===== config.mk =====
export PLATFORM = sky130hd
export DESIGN_NAME = slp_ctrl
export DESIGN_NICKNAME = d
export VERILOG_FILES = /design/src/rtl/slp_ctrl.v
export VERILOG_INCLUDE_DIRS = /design/src /design/src/rtl
export SDC_FILE = /design/constraint.sdc
export NUM_CORES = 2
export LEC_CHECK = 0
export ABC_AREA = 1
export BUFFER_PORTS_ARGS = -buffer_cell sky130_fd_sc_hd__buf_2
export CORE_ASPECT_RATIO = 0.5
export CORE_MARGIN = 2
export CORE_UTILIZATION = 45
export DETAILED_ROUTE_END_ITERATION = 16
export PLACE_DENSITY = 0.61
export RECOVER_POWER = 50
export SYNTH_ARGS = -nofsm -noshare
export SYNTH_HDL_FRONTEND = slang
export SYNTH_SLANG_ARGS = --single-unit

===== constraint.sdc =====
create_clock -name clk_sys -period 10.3 [get_ports clk_sys]
set_input_delay 0 -clock clk_sys [delete_from_list [all_inputs] [get_ports clk_sys]]
set_output_delay 0 -clock clk_sys [all_outputs]
set_load 0.02 [all_outputs]

===== src/rtl/slp_defs.vh =====
// Constants for the sleep controller and indirect queue
`ifndef SLP_DEFS_VH
`define SLP_DEFS_VH
`define SLP_CLK_HZ          20000000
`define SLP_MODE_NORMAL     4'h0
`define SLP_MODE_PIN        4'h1
`define SLP_MODE_CYCLIC     4'h4
`define SLP_MODE_CYC_PIN    4'h5
`define SLP_MODE_SUPPORT    4'h7
`define SLP_MODE_SYNC_CYC   4'h8
`define SLP_ROLE_NONE       2'h0
`define SLP_ROLE_COORD      2'h1
`define SLP_ROLE_POLLER     2'h2
`define SLP_PURGE_NUM       5
`define SLP_PURGE_DEN       2
`define SLP_PURGE_STATUS    8'h75
`define SLP_POLL_MS_HI      100
`define SLP_POLL_MS_LO      300
`define SLP_MS_CYCLES       20000
`define SLP_ADDR_CTRL       8'h00
`define SLP_ADDR_SLEEP_PER  8'h04
`define SLP_ADDR_WAKE_HOLD  8'h08
`define SLP_ADDR_DEST_HI    8'h0c
`define SLP_ADDR_DEST_LO    8'h10
`define SLP_ADDR_STATUS     8'h14
`define SLP_ADDR_SYNC_SLEEP 8'h18
`define SLP_ADDR_SYNC_WAKE  8'h1c
`define SLP_ADDR_PURGE      8'h20
`define SLP_CTRL_MODE_LSB   0
`define SLP_CTRL_ROLE_LSB   4
`define SLP_CTRL_FLOW_BIT   6
`define SLP_CTRL_IND_BIT    7
`define SLP_CTRL_API_BIT    8
`define SLP_CTRL_RATE_BIT   9
`define SLP_SLEEP_PER_RST   32'h00000064
`define SLP_WAKE_HOLD_RST   32'h0000000a
`endif


===== src/rtl/slp_ctrl.v =====
// Sleep-state controller with indirect message queue and poller
// Operation
// - Reset selects normal mode, never sleeps
// - Normal mode relays sync, never originates
// - Mode 1: pin high sleeps, low wakes
// - Async modes poll parent on each wake
// - Mode 4: sleep period, brief wake, extend
// - Awake indicator high awake, low asleep
// - Flow control: CTS low awake, high asleep
// - Mode 5: pin cycles, released pin wakes
// - Mode 7: never sleeps, sends when network awake
// - Support node answers joiners with sync
// - Mode 8: wakes with network, deaf asleep
// - Mode 8: network times replace local after sync
// - Mode 8 indicator and CTS follow wake
// - Unsynced sleeper polls for sync, sleeps
// - Modes 4, 5: data starts and restarts wake hold timer
// - Coordinator queues unicasts, one per poll
// - Purge after 2.5 sleep periods, status 75
// - Full queue stalls serial, frees on poll
// - Broadcasts and mesh bypass the queue
// - Poller polls destination; unicast counts
// - Async sleeper polls soon after each wake
// - Poll interval 100ms or 300ms awake
`timescale 1ns/10ps
`include "slp_defs.vh"
module slp_ctrl #(
  parameter DEPTH     = 4,
  parameter IDX_W     = 2,
  parameter MS_CYCLES = `SLP_MS_CYCLES
) (
  input  wire        clk_sys,
  input  wire        reset_n,
  input  wire [7:0]  wb_adr_i,
  input  wire [31:0] wb_dat_i,
  output reg  [31:0] wb_dat_o,
  input  wire [3:0]  wb_sel_i,
  input  wire        wb_we_i,
  input  wire        wb_cyc_i,
  input  wire        wb_stb_i,
  output reg         wb_ack_o,
  input  wire        sleep_request_pin,
  input  wire        serial_data_rx,
  input  wire        rf_data_rx,
  input  wire        ser_tx_valid,
  input  wire        ser_tx_unicast,
  input  wire [63:0] ser_tx_dest,
  input  wire        ser_fifo_full,
  output reg         ser_tx_ready_q,
  input  wire        rf_poll_rx,
  input  wire [63:0] rf_poll_src,
  input  wire        rf_sync_rx,
  input  wire [31:0] rf_sync_sleep,
  input  wire [31:0] rf_sync_wake,
  input  wire        rf_join_req,
  input  wire        net_awake,
  input  wire        rf_busy,
  output reg         rf_send_q,
  output reg  [63:0] rf_send_dest_q,
  output reg  [IDX_W-1:0] rf_send_slot_q,
  output reg         rf_send_poll_q,
  output reg         rf_send_sync_q,
  output reg         rf_relay_sync_q,
  output reg         rf_rx_enable_q,
  output reg         tx_status_q,
  output reg  [7:0]  tx_status_code_q,
  output reg         awake_q,
  output reg         cts_n_q
);
////////////////////////////////////////////////////////////////////////////////
  localparam ST_AWAKE = 3'b001;
  localparam ST_HOLD  = 3'b010;
  localparam ST_SLEEP = 3'b100;

  reg  [11:0] ctrl_q;
  reg  [31:0] sleep_period_q;
  reg  [31:0] wake_hold_time_q;
  reg  [31:0] dest_hi_q;
  reg  [31:0] dest_lo_q;
  reg  [31:0] net_sleep_q;
  reg  [31:0] net_wake_q;
  reg  [7:0]  purge_cnt_q;
  reg         synced_q;
  reg  [2:0]  state_q;
  reg  [31:0] tmr_q;
  reg  [14:0] ms_cnt_q;
  reg  [31:0] poll_tmr_q;
  reg         poll_due_q;
  reg  [DEPTH-1:0]  qv_q;
  reg  [63:0] qdest_q [0:DEPTH-1];
  reg  [31:0] qage_q  [0:DEPTH-1];

  wire [3:0]  sleep_mode_select      = ctrl_q[`SLP_CTRL_MODE_LSB +: 4];
  wire [1:0]  role                   = ctrl_q[`SLP_CTRL_ROLE_LSB +: 2];
  wire        flow_control_enable    = ctrl_q[`SLP_CTRL_FLOW_BIT];
  wire        awake_indicator_enable = ctrl_q[`SLP_CTRL_IND_BIT];
  wire        api_mode               = ctrl_q[`SLP_CTRL_API_BIT];
  wire        high_rate              = ctrl_q[`SLP_CTRL_RATE_BIT];
  wire [63:0] dest_addr              = {dest_hi_q, dest_lo_q};
  wire        ms_tick                = (ms_cnt_q == MS_CYCLES - 1);
  wire        m_pin  = (sleep_mode_select == `SLP_MODE_PIN);
  wire        m_cyc  = (sleep_mode_select == `SLP_MODE_CYCLIC);
  wire        m_cpin = (sleep_mode_select == `SLP_MODE_CYC_PIN);
  wire        m_sup  = (sleep_mode_select == `SLP_MODE_SUPPORT);
  wire        m_sync = (sleep_mode_select == `SLP_MODE_SYNC_CYC);
  wire        m_norm = !(m_pin | m_cyc | m_cpin | m_sup | m_sync);
  wire        async_mode = m_pin | m_cyc | m_cpin;
  wire        data_rx = serial_data_rx | rf_data_rx;
  // In mode 8, network times take over once a sync has been heard
  wire [31:0] eff_sleep = (m_sync && synced_q) ? net_sleep_q : sleep_period_q;
  wire [31:0] eff_wake  = (m_sync && synced_q) ? net_wake_q : wake_hold_time_q;
  wire        awake = (state_q != ST_SLEEP);
  wire [31:0] purge_lim = (sleep_period_q * `SLP_PURGE_NUM) / `SLP_PURGE_DEN;
  wire [31:0] poll_lim = high_rate ? `SLP_POLL_MS_HI : `SLP_POLL_MS_LO;
  wire        wb_req = wb_cyc_i & wb_stb_i & ~wb_ack_o;
  // One poll per due flag: the pulse itself blocks a repeat in the next cycle
  wire        poll_fire = poll_due_q && !rf_send_poll_q && role == `SLP_ROLE_POLLER && awake;

  reg [IDX_W-1:0] free_idx;
  reg             free_ok;
  reg [IDX_W-1:0] hit_idx;
  reg             hit_ok;
  integer         i;
  always @* begin
    free_idx = {IDX_W{1'b0}};
    free_ok  = 1'b0;
    hit_idx  = {IDX_W{1'b0}};
    hit_ok   = 1'b0;
    for (i = DEPTH - 1; i >= 0; i = i - 1) begin
      if (!qv_q[i]) begin
        free_idx = i[IDX_W-1:0];
        free_ok  = 1'b1;
      end
      if (qv_q[i] && qdest_q[i] == rf_poll_src) begin
        hit_idx = i[IDX_W-1:0];
        hit_ok  = 1'b1;
      end
    end
  end
////////////////////////////////////////////////////////////////////////////////
  // Register bus: ack registered one cycle after the request, single-cycle pulse
  always @(posedge clk_sys or negedge reset_n) begin
    if (!reset_n) begin
      wb_ack_o         <= 1'b0;
      wb_dat_o         <= 32'h00000000;
      ctrl_q           <= 12'h000;
      sleep_period_q   <= `SLP_SLEEP_PER_RST;
      wake_hold_time_q <= `SLP_WAKE_HOLD_RST;
      dest_hi_q        <= 32'h00000000;
      dest_lo_q        <= 32'h00000000;
    end else begin
      wb_ack_o <= wb_req;
      if (wb_req && wb_we_i) begin
        case (wb_adr_i)
          `SLP_ADDR_CTRL: begin
            if (wb_sel_i[0])
              ctrl_q[7:0] <= wb_dat_i[7:0];
            if (wb_sel_i[1])
              ctrl_q[11:8] <= wb_dat_i[11:8];
          end
          `SLP_ADDR_SLEEP_PER: sleep_period_q <= wb_dat_i;
          `SLP_ADDR_WAKE_HOLD: wake_hold_time_q <= wb_dat_i;
          `SLP_ADDR_DEST_HI:   dest_hi_q <= wb_dat_i;
          `SLP_ADDR_DEST_LO:   dest_lo_q <= wb_dat_i;
          default: ;
        endcase
      end
      if (wb_req && !wb_we_i) begin
        case (wb_adr_i)
          `SLP_ADDR_CTRL:       wb_dat_o <= {20'h00000, ctrl_q};
          `SLP_ADDR_SLEEP_PER:  wb_dat_o <= sleep_period_q;
          `SLP_ADDR_WAKE_HOLD:  wb_dat_o <= wake_hold_time_q;
          `SLP_ADDR_DEST_HI:    wb_dat_o <= dest_hi_q;
          `SLP_ADDR_DEST_LO:    wb_dat_o <= dest_lo_q;
          `SLP_ADDR_STATUS:     wb_dat_o <= {16'h0000, {(8-DEPTH){1'b0}}, qv_q,
                                             4'h0, synced_q, state_q};
          `SLP_ADDR_SYNC_SLEEP: wb_dat_o <= net_sleep_q;
          `SLP_ADDR_SYNC_WAKE:  wb_dat_o <= net_wake_q;
          `SLP_ADDR_PURGE:      wb_dat_o <= {24'h000000, purge_cnt_q};
          default:              wb_dat_o <= 32'h00000000;
        endcase
      end
    end
  end
////////////////////////////////////////////////////////////////////////////////
  // Sleep state machine, timer counts milliseconds
  always @(posedge clk_sys or negedge reset_n) begin
    if (!reset_n) begin
      ms_cnt_q    <= 15'h0000;
      state_q     <= ST_AWAKE;
      tmr_q       <= 32'h00000000;
      synced_q    <= 1'b0;
      net_sleep_q <= 32'h00000000;
      net_wake_q  <= 32'h00000000;
    end else begin
      ms_cnt_q <= ms_tick ? 15'h0000 : ms_cnt_q + 15'h0001;
      if (rf_sync_rx && (m_sync || m_sup || m_norm)) begin
        synced_q    <= 1'b1;
        net_sleep_q <= rf_sync_sleep;
        net_wake_q  <= rf_sync_wake;
      end
      case (state_q)
        // Awake: decide at once whether to hold or sleep
        ST_AWAKE: begin
          if (m_pin && sleep_request_pin && !rf_busy)
            state_q <= ST_SLEEP;
          else if ((m_cyc || (m_cpin && sleep_request_pin)) && !rf_busy) begin
            if (data_rx) begin
              state_q <= ST_HOLD;
              tmr_q   <= eff_wake;
            end else begin
              state_q <= ST_SLEEP;
              tmr_q   <= eff_sleep;
            end
          end else if (m_sync) begin
            state_q <= ST_HOLD;
            tmr_q   <= eff_wake;
          end
        end
        // Hold: wake time counts down, data (modes 4, 5) or a network sync (mode 8) restarts it
        ST_HOLD: begin
          if (m_norm || m_sup || (m_cpin && !sleep_request_pin) || m_pin)
            state_q <= ST_AWAKE;
          else if (m_sync && rf_sync_rx)
            tmr_q <= rf_sync_wake;
          else if (data_rx && !m_sync)
            tmr_q <= eff_wake;
          else if (ms_tick) begin
            if (tmr_q == 32'h00000000 && !rf_busy) begin
              state_q <= ST_SLEEP;
              tmr_q   <= eff_sleep;
            end else if (tmr_q != 32'h00000000)
              tmr_q <= tmr_q - 32'h00000001;
          end
        end
        // Asleep: pin release, a first sync or the timer end wakes
        ST_SLEEP: begin
          if (m_norm || m_sup)
            state_q <= ST_AWAKE;
          else if (m_pin && !sleep_request_pin)
            state_q <= ST_AWAKE;
          else if (m_cpin && !sleep_request_pin)
            state_q <= ST_AWAKE;
          else if (m_sync && rf_sync_rx && !synced_q)
            state_q <= ST_AWAKE;
          else if (ms_tick && !m_pin) begin
            if (tmr_q == 32'h00000000)
              state_q <= ST_AWAKE;
            else
              tmr_q <= tmr_q - 32'h00000001;
          end
        end
        default: state_q <= ST_AWAKE;
      endcase
    end
  end
////////////////////////////////////////////////////////////////////////////////
  // Indirect queue, poll scheduler and RF requests
  always @(posedge clk_sys or negedge reset_n) begin
    if (!reset_n) begin
      qv_q             <= {DEPTH{1'b0}};
      rf_send_q        <= 1'b0;
      rf_send_dest_q   <= 64'h0000000000000000;
      rf_send_slot_q   <= {IDX_W{1'b0}};
      rf_send_poll_q   <= 1'b0;
      rf_send_sync_q   <= 1'b0;
      rf_relay_sync_q  <= 1'b0;
      tx_status_q      <= 1'b0;
      tx_status_code_q <= 8'h00;
      purge_cnt_q      <= 8'h00;
      poll_tmr_q       <= 32'h00000000;
      poll_due_q       <= 1'b0;
      ser_tx_ready_q   <= 1'b0;
    end else begin
      rf_send_q       <= 1'b0;
      rf_send_poll_q  <= 1'b0;
      rf_send_sync_q  <= 1'b0;
      rf_relay_sync_q <= 1'b0;
      tx_status_q     <= 1'b0;
      // Serial accepted only while awake; a full coordinator queue stalls
      // the whole serial stream so that nothing jumps ahead of a held unicast
      if (!awake)
        ser_tx_ready_q <= 1'b0;
      else if (role == `SLP_ROLE_COORD && !free_ok)
        ser_tx_ready_q <= 1'b0;
      else
        ser_tx_ready_q <= 1'b1;
      // Relay only: sync messages are never originated here in normal mode
      rf_relay_sync_q <= rf_sync_rx && synced_q && !m_sync;
      if (rf_join_req && m_sup)
        rf_send_sync_q <= 1'b1;
      else if (m_sync && !synced_q && awake && state_q == ST_AWAKE)
        rf_send_sync_q <= 1'b1;
      // Age queued slots in ms and drop stale ones
      for (i = 0; i < DEPTH; i = i + 1) begin
        if (qv_q[i] && ms_tick) begin
          if (qage_q[i] >= purge_lim) begin
            qv_q[i]          <= 1'b0;
            purge_cnt_q      <= purge_cnt_q + 8'h01;
            tx_status_q      <= api_mode;
            tx_status_code_q <= `SLP_PURGE_STATUS;
          end else
            qage_q[i] <= qage_q[i] + 32'h00000001;
        end
      end
      // Serial take, then poll answer, then own poll: one RF request a cycle
      if (ser_tx_valid && ser_tx_ready_q) begin
        if (role == `SLP_ROLE_COORD && ser_tx_unicast) begin
          if (free_ok) begin
            qv_q[free_idx]    <= 1'b1;
            qdest_q[free_idx] <= ser_tx_dest;
            qage_q[free_idx]  <= 32'h00000000;
          end
        end else if (!m_sup || net_awake) begin
          rf_send_q      <= 1'b1;
          rf_send_dest_q <= ser_tx_dest;
        end
      end else if (rf_poll_rx && role == `SLP_ROLE_COORD && hit_ok) begin
        qv_q[hit_idx]  <= 1'b0;
        rf_send_q      <= 1'b1;
        rf_send_slot_q <= hit_idx;
        rf_send_dest_q <= rf_poll_src;
      end else if (poll_fire) begin
        rf_send_poll_q <= 1'b1;
        rf_send_dest_q <= dest_addr;
      end
      // Poll timer: due after each wake in async modes and at the awake interval
      if (role != `SLP_ROLE_POLLER || !awake) begin
        poll_tmr_q <= 32'h00000000;
        poll_due_q <= async_mode;
      end else if (rf_send_poll_q
                   || (ser_tx_valid && ser_tx_ready_q && ser_tx_dest == dest_addr)) begin
        poll_tmr_q <= 32'h00000000;
        poll_due_q <= 1'b0;
      end else if (ms_tick) begin
        if (poll_tmr_q + 32'h00000001 >= poll_lim)
          poll_due_q <= 1'b1;
        else
          poll_tmr_q <= poll_tmr_q + 32'h00000001;
      end
    end
  end
////////////////////////////////////////////////////////////////////////////////
  // Sleep status pins
  always @(posedge clk_sys or negedge reset_n) begin
    if (!reset_n) begin
      awake_q        <= 1'b1;
      cts_n_q        <= 1'b1;
      rf_rx_enable_q <= 1'b1;
    end else begin
      // Mode 8 shows the indicator only when enabled; other modes always do
      if (m_sync && !awake_indicator_enable)
        awake_q <= 1'b0;
      else
        awake_q <= awake;
      // Without flow control the pin stays asserted
      if (!flow_control_enable)
        cts_n_q <= 1'b0;
      else if (!awake)
        cts_n_q <= 1'b1;
      else if (ser_fifo_full && role == `SLP_ROLE_COORD)
        cts_n_q <= 1'b1;
      else
        cts_n_q <= 1'b0;
      rf_rx_enable_q <= awake;
    end
  end
endmodule


==> impl_metrics.yaml <==
run_status:
  outcome: "finished with violations"
  violations: "max-capacitance violations, max-slew violations"
synth:
  syn_nets: 6192
  synth_seq_cells: 800
  ys_warn_count: 0
  synth-edff-count: 256
  ys_types: 74
  syn_area_sq_um: 46490
  syn-instance-count: 5758
  avgSynthCellArea_sq_um: 8.073
  ys.flop_type: "dfrtp_1"
  seq_area_frac_synth: 0.4447
  async_flop_share: 0.5200
floorplanning:
  die_h_um: 231.3
  coreArea_sq_um: 102500
  die_w_um: 458.5
  row_count: 83
  start_util: 0.4535
  num_io_pins: 368
  die-area_sq_um: 106000
critical_path:
  critPathSlowestCell: "clkbuf_1"
  slowest_delay_ns: 2.81
  reg2reg_depth: 13
  required_ns: 10.96
  rr_endpoint: "rf_send_dest_q[48]$_DFFE_PN0P_"
  reg2reg_slack_ns: 3.18
  end_kind: "async pin"
  cp_common_cell: "clkbuf_1"
  worstSetupPathType: "input pin to async pin"
  cp_cell_sequence: "dlygate4sd3_1 -> clkbuf_1 -> clkbuf_1 -> clkbuf_1 -> buf_4"
  critPathMaxFanout: 81
  crit_family: "buffers and inverters"
  cp.arrival_ns: 8.17
  critPathBufInv: 5
  cp-start-kind: "input pin"
  timing.rr.start: "state_q[0]$_DFFE_PN1P_"
clock_network:
  ctsResizeCount: 0
  root_buffer: "clkbuf_16"
  cts_buffers: 79
  clock_sinks: 800
  cts_tree: "yes"
  h-tree-depth: 3
  clock_path_buffers: 3
  path_clk_slew_ns: 0.06
  clkLatencyLatePin_ns: 0.70
timing:
  final-max-slew-violation-count: 464
  rsz0062_at_grt: "no"
  slew_headroom: -1.801
  fmax_mhz: 133.1
  fin_crit_ns: 7.514
  hold_viol: 0
  tns_ns: 0
  tightest_slew_ns: 4.202
  setup_viol: 0
  clock_skew_ns: 0.03095
  timing.final.crit_share: 0.7295
placed_design:
  gp_congestion: 0.9754
  dp.cells: 7329
  portBuffers: 365
  dp_hpwl_mm: 138.5
global_route:
  grt_pass1_vias: 43050
  gr-usage-met1: 0.4553
  grtUsageMet3: 0.06947
  grt_max_degree: 163
  busiest_layer: "met2"
  antenna_found_initial: 9
  grt_use_met2: 0.5442
  grtUsageTotal: 0.3485
  grt_pass1_wl_mm: 275.4
  grt_overflow: 0
routing:
  wire_per_inst_um: 24.55
  routed_wl_mm: 188.9
  drc: 0
  via_count: 45340
  ant_nets: 0
  drt_iter0_drc: 5748
  first_pass_iters: 8
  via_per_inst: 5.892
hold_path:
  whs_path_depth: 5
  hold_class: "input pin to flop"
  min_to: "rf_send_dest_q[22]$_DFFE_PN0P_"
  hold_start: "rf_poll_src[22]"
pwr:
  ir_drop_uv: 115.9
  p_total_mw: 7.959
  p_per_area_nw_per_um2: 146.1
  p_leak_nw: 23.32
cells_and_area:
  fin_nets: 6705
  drive_above_1_share: 0.07707
  fin_cells: 7695
  area_growth_pct: 17.15
run:
  drv_cap: 8
how the worst max path moves through the flow:
stage          depth (start not counted)                           from                          endpoint  slack, ns
3_3_place_gp                          26  sleep_period_q[1]$_DFFE_PN0P_         qage_q[2][5]$_SDFFE_PP0P_       3.77
6_report                               5                        reset_n  wake_hold_time_q[18]$_DFFE_PN0P_       2.79
4_1_cts                               26  sleep_period_q[1]$_DFFE_PN0P_        qage_q[2][12]$_SDFFE_PP0P_       3.68
3_5_place_dp                          26  sleep_period_q[1]$_DFFE_PN0P_        qage_q[2][26]$_SDFFE_PP0P_       3.71
5_1_grt                                5                        reset_n  wake_hold_time_q[18]$_DFFE_PN0P_       1.61
2_1_floorplan                         28  sleep_period_q[5]$_DFFE_PN1P_        qage_q[3][22]$_SDFFE_PP0P_       5.57
layout make-up:
class,instances,area (sq um)
Sequential cell,800,20670
Tap cell,1360,1702
Timing Repair Buffer,640,4194
Inverter,640,2405
Clock buffer,103,2252
Antenna cell,3,7.507
Clock inverter,39,604.3
Fill cell,9790,48040
Multi-Input combinational cell,4110,22620
synthesized netlist by cell type, types with 10 or more instances:
cell type | instances | area share
clkbuf_1 | 161 | 0.013
a21o_1 | 13 | 0.0021
o21bai_1 | 10 | 0.0016
clkinv_1 | 17 | 0.0014
dfrtp_1 | 407 | 0.22
buf_2 | 25 | 0.0027
nand4_1 | 196 | 0.026
nor3_1 | 124 | 0.013
o21ai_0 | 483 | 0.052
xnor2_1 | 88 | 0.017
nand3_1 | 241 | 0.026
inv_1 | 614 | 0.050
a2111oi_0 | 12 | 0.0023
a21oi_1 | 290 | 0.031
dfxtp_1 | 128 | 0.055
buf_1 | 11 | 0.00089
nor2_1 | 458 | 0.037
xor2_1 | 206 | 0.039
or2_2 | 51 | 0.0069
a31oi_1 | 36 | 0.0048
nor4_1 | 78 | 0.010
o211ai_1 | 103 | 0.017
a211oi_1 | 16 | 0.0026
edfxtp_1 | 256 | 0.17
ha_1 | 181 | 0.049
o22ai_1 | 83 | 0.011
nand2_1 | 1265 | 0.10
a221oi_1 | 35 | 0.0066
o2111ai_1 | 23 | 0.0043
cells by family (layout without fill, tap and decap cells):
logic type               Yosys count  after routing  synth area share
AO/OA/AOI/OAI                   1154           1154            0.1445
XOR/XNOR                         294            294           0.05539
buffers and inverters            848           1422           0.07014
flip-flops                       800            800            0.4447
adder cells (fa/ha/maj)          182            182           0.04915
AND/OR/NAND/NOR                 2475           2475            0.2349
multiplexers                       5              5          0.001184
other                              0              3                 0
metal layers:
metal / wire, um / vias to the layer above
met5: 13 / -
met4: 11830 / 2
met3: 18550 / 496
met2: 83970 / 2438
met1: 74580 / 21720
li1: - / 20680
per-stage QoR:
step	area, sq um	setup slack (ns)	hold slack (ns)	util
CTS	54760	3.679	0.0004348	0.5342
detailed placement	49670	3.715	0.04121	0.4846
global placement	49670	3.766	0.03723	0.4846
finish	54460	2.786	0.04959	0.5313
global route	54450	1.609	0.02723	0.5312
floorplan	46490	5.574	-0.2956	-
report_power, final:
part | internal, mW | leakage, nW | switching [mW]
combinational | 0.388 | 13.1 | 0.763
clock | 1.88 | 1.40 | 1.40
sequential | 3.40 | 8.80 | 0.126
total | 5.67 | 23.3 | 2.28
worst register-to-register path, delay by kind of cell (launching register included):
family / cells / cell delay (ns)
AOI/OAI and AO/OA: 1 / 0.22
buffers and inverters: 6 / 5.46
DFF: 1 / 0.45
and+or+nand+nor: 6 / 0.89
state kept, by name, indices dropped and copies added (netlist names), 4 cells and up:
name and cells:
tmr_q 32, purge_cnt_q 8, sleep_period_q 32, dest_lo_q 32, ms_cnt_q 15, tx_status_code_q 8
wb_dat_o 32, poll_tmr_q 32, wake_hold_time_q 32, ctrl_q 12, qv_q 4, dest_hi_q 32
qage_q 128, net_wake_q 32, rf_send_dest_q 64, net_sleep_q 32, qdest_q 256
layout by cell type, fill, tap and decap left out, types with 36 or more instances in the layout:
master / n
a21oi_1: 290
a31oi_1: 36
buf_2: 184
buf_4: 45
clkbuf_1: 200
clkbuf_16: 83
dfrtp_1: 407
dfxtp_1: 128
dlygate4sd3_1: 220
edfxtp_1: 256
ha_1: 181
inv_1: 612
nand2_1: 1259
nand3_1: 237
nand4_1: 196
nor2_1: 455
nor3_1: 123
nor4_1: 78
o211ai_1: 103
o21ai_0: 483
o22ai_1: 83
or2_2: 51
xnor2_1: 88
xor2_1: 206
repair_timing:
action	in CTS	in global routing
buffers inserted	0	0
hold buffers	221	0
endpoints found under the hold margin	639	0
(Power assumes the default switching activity.)
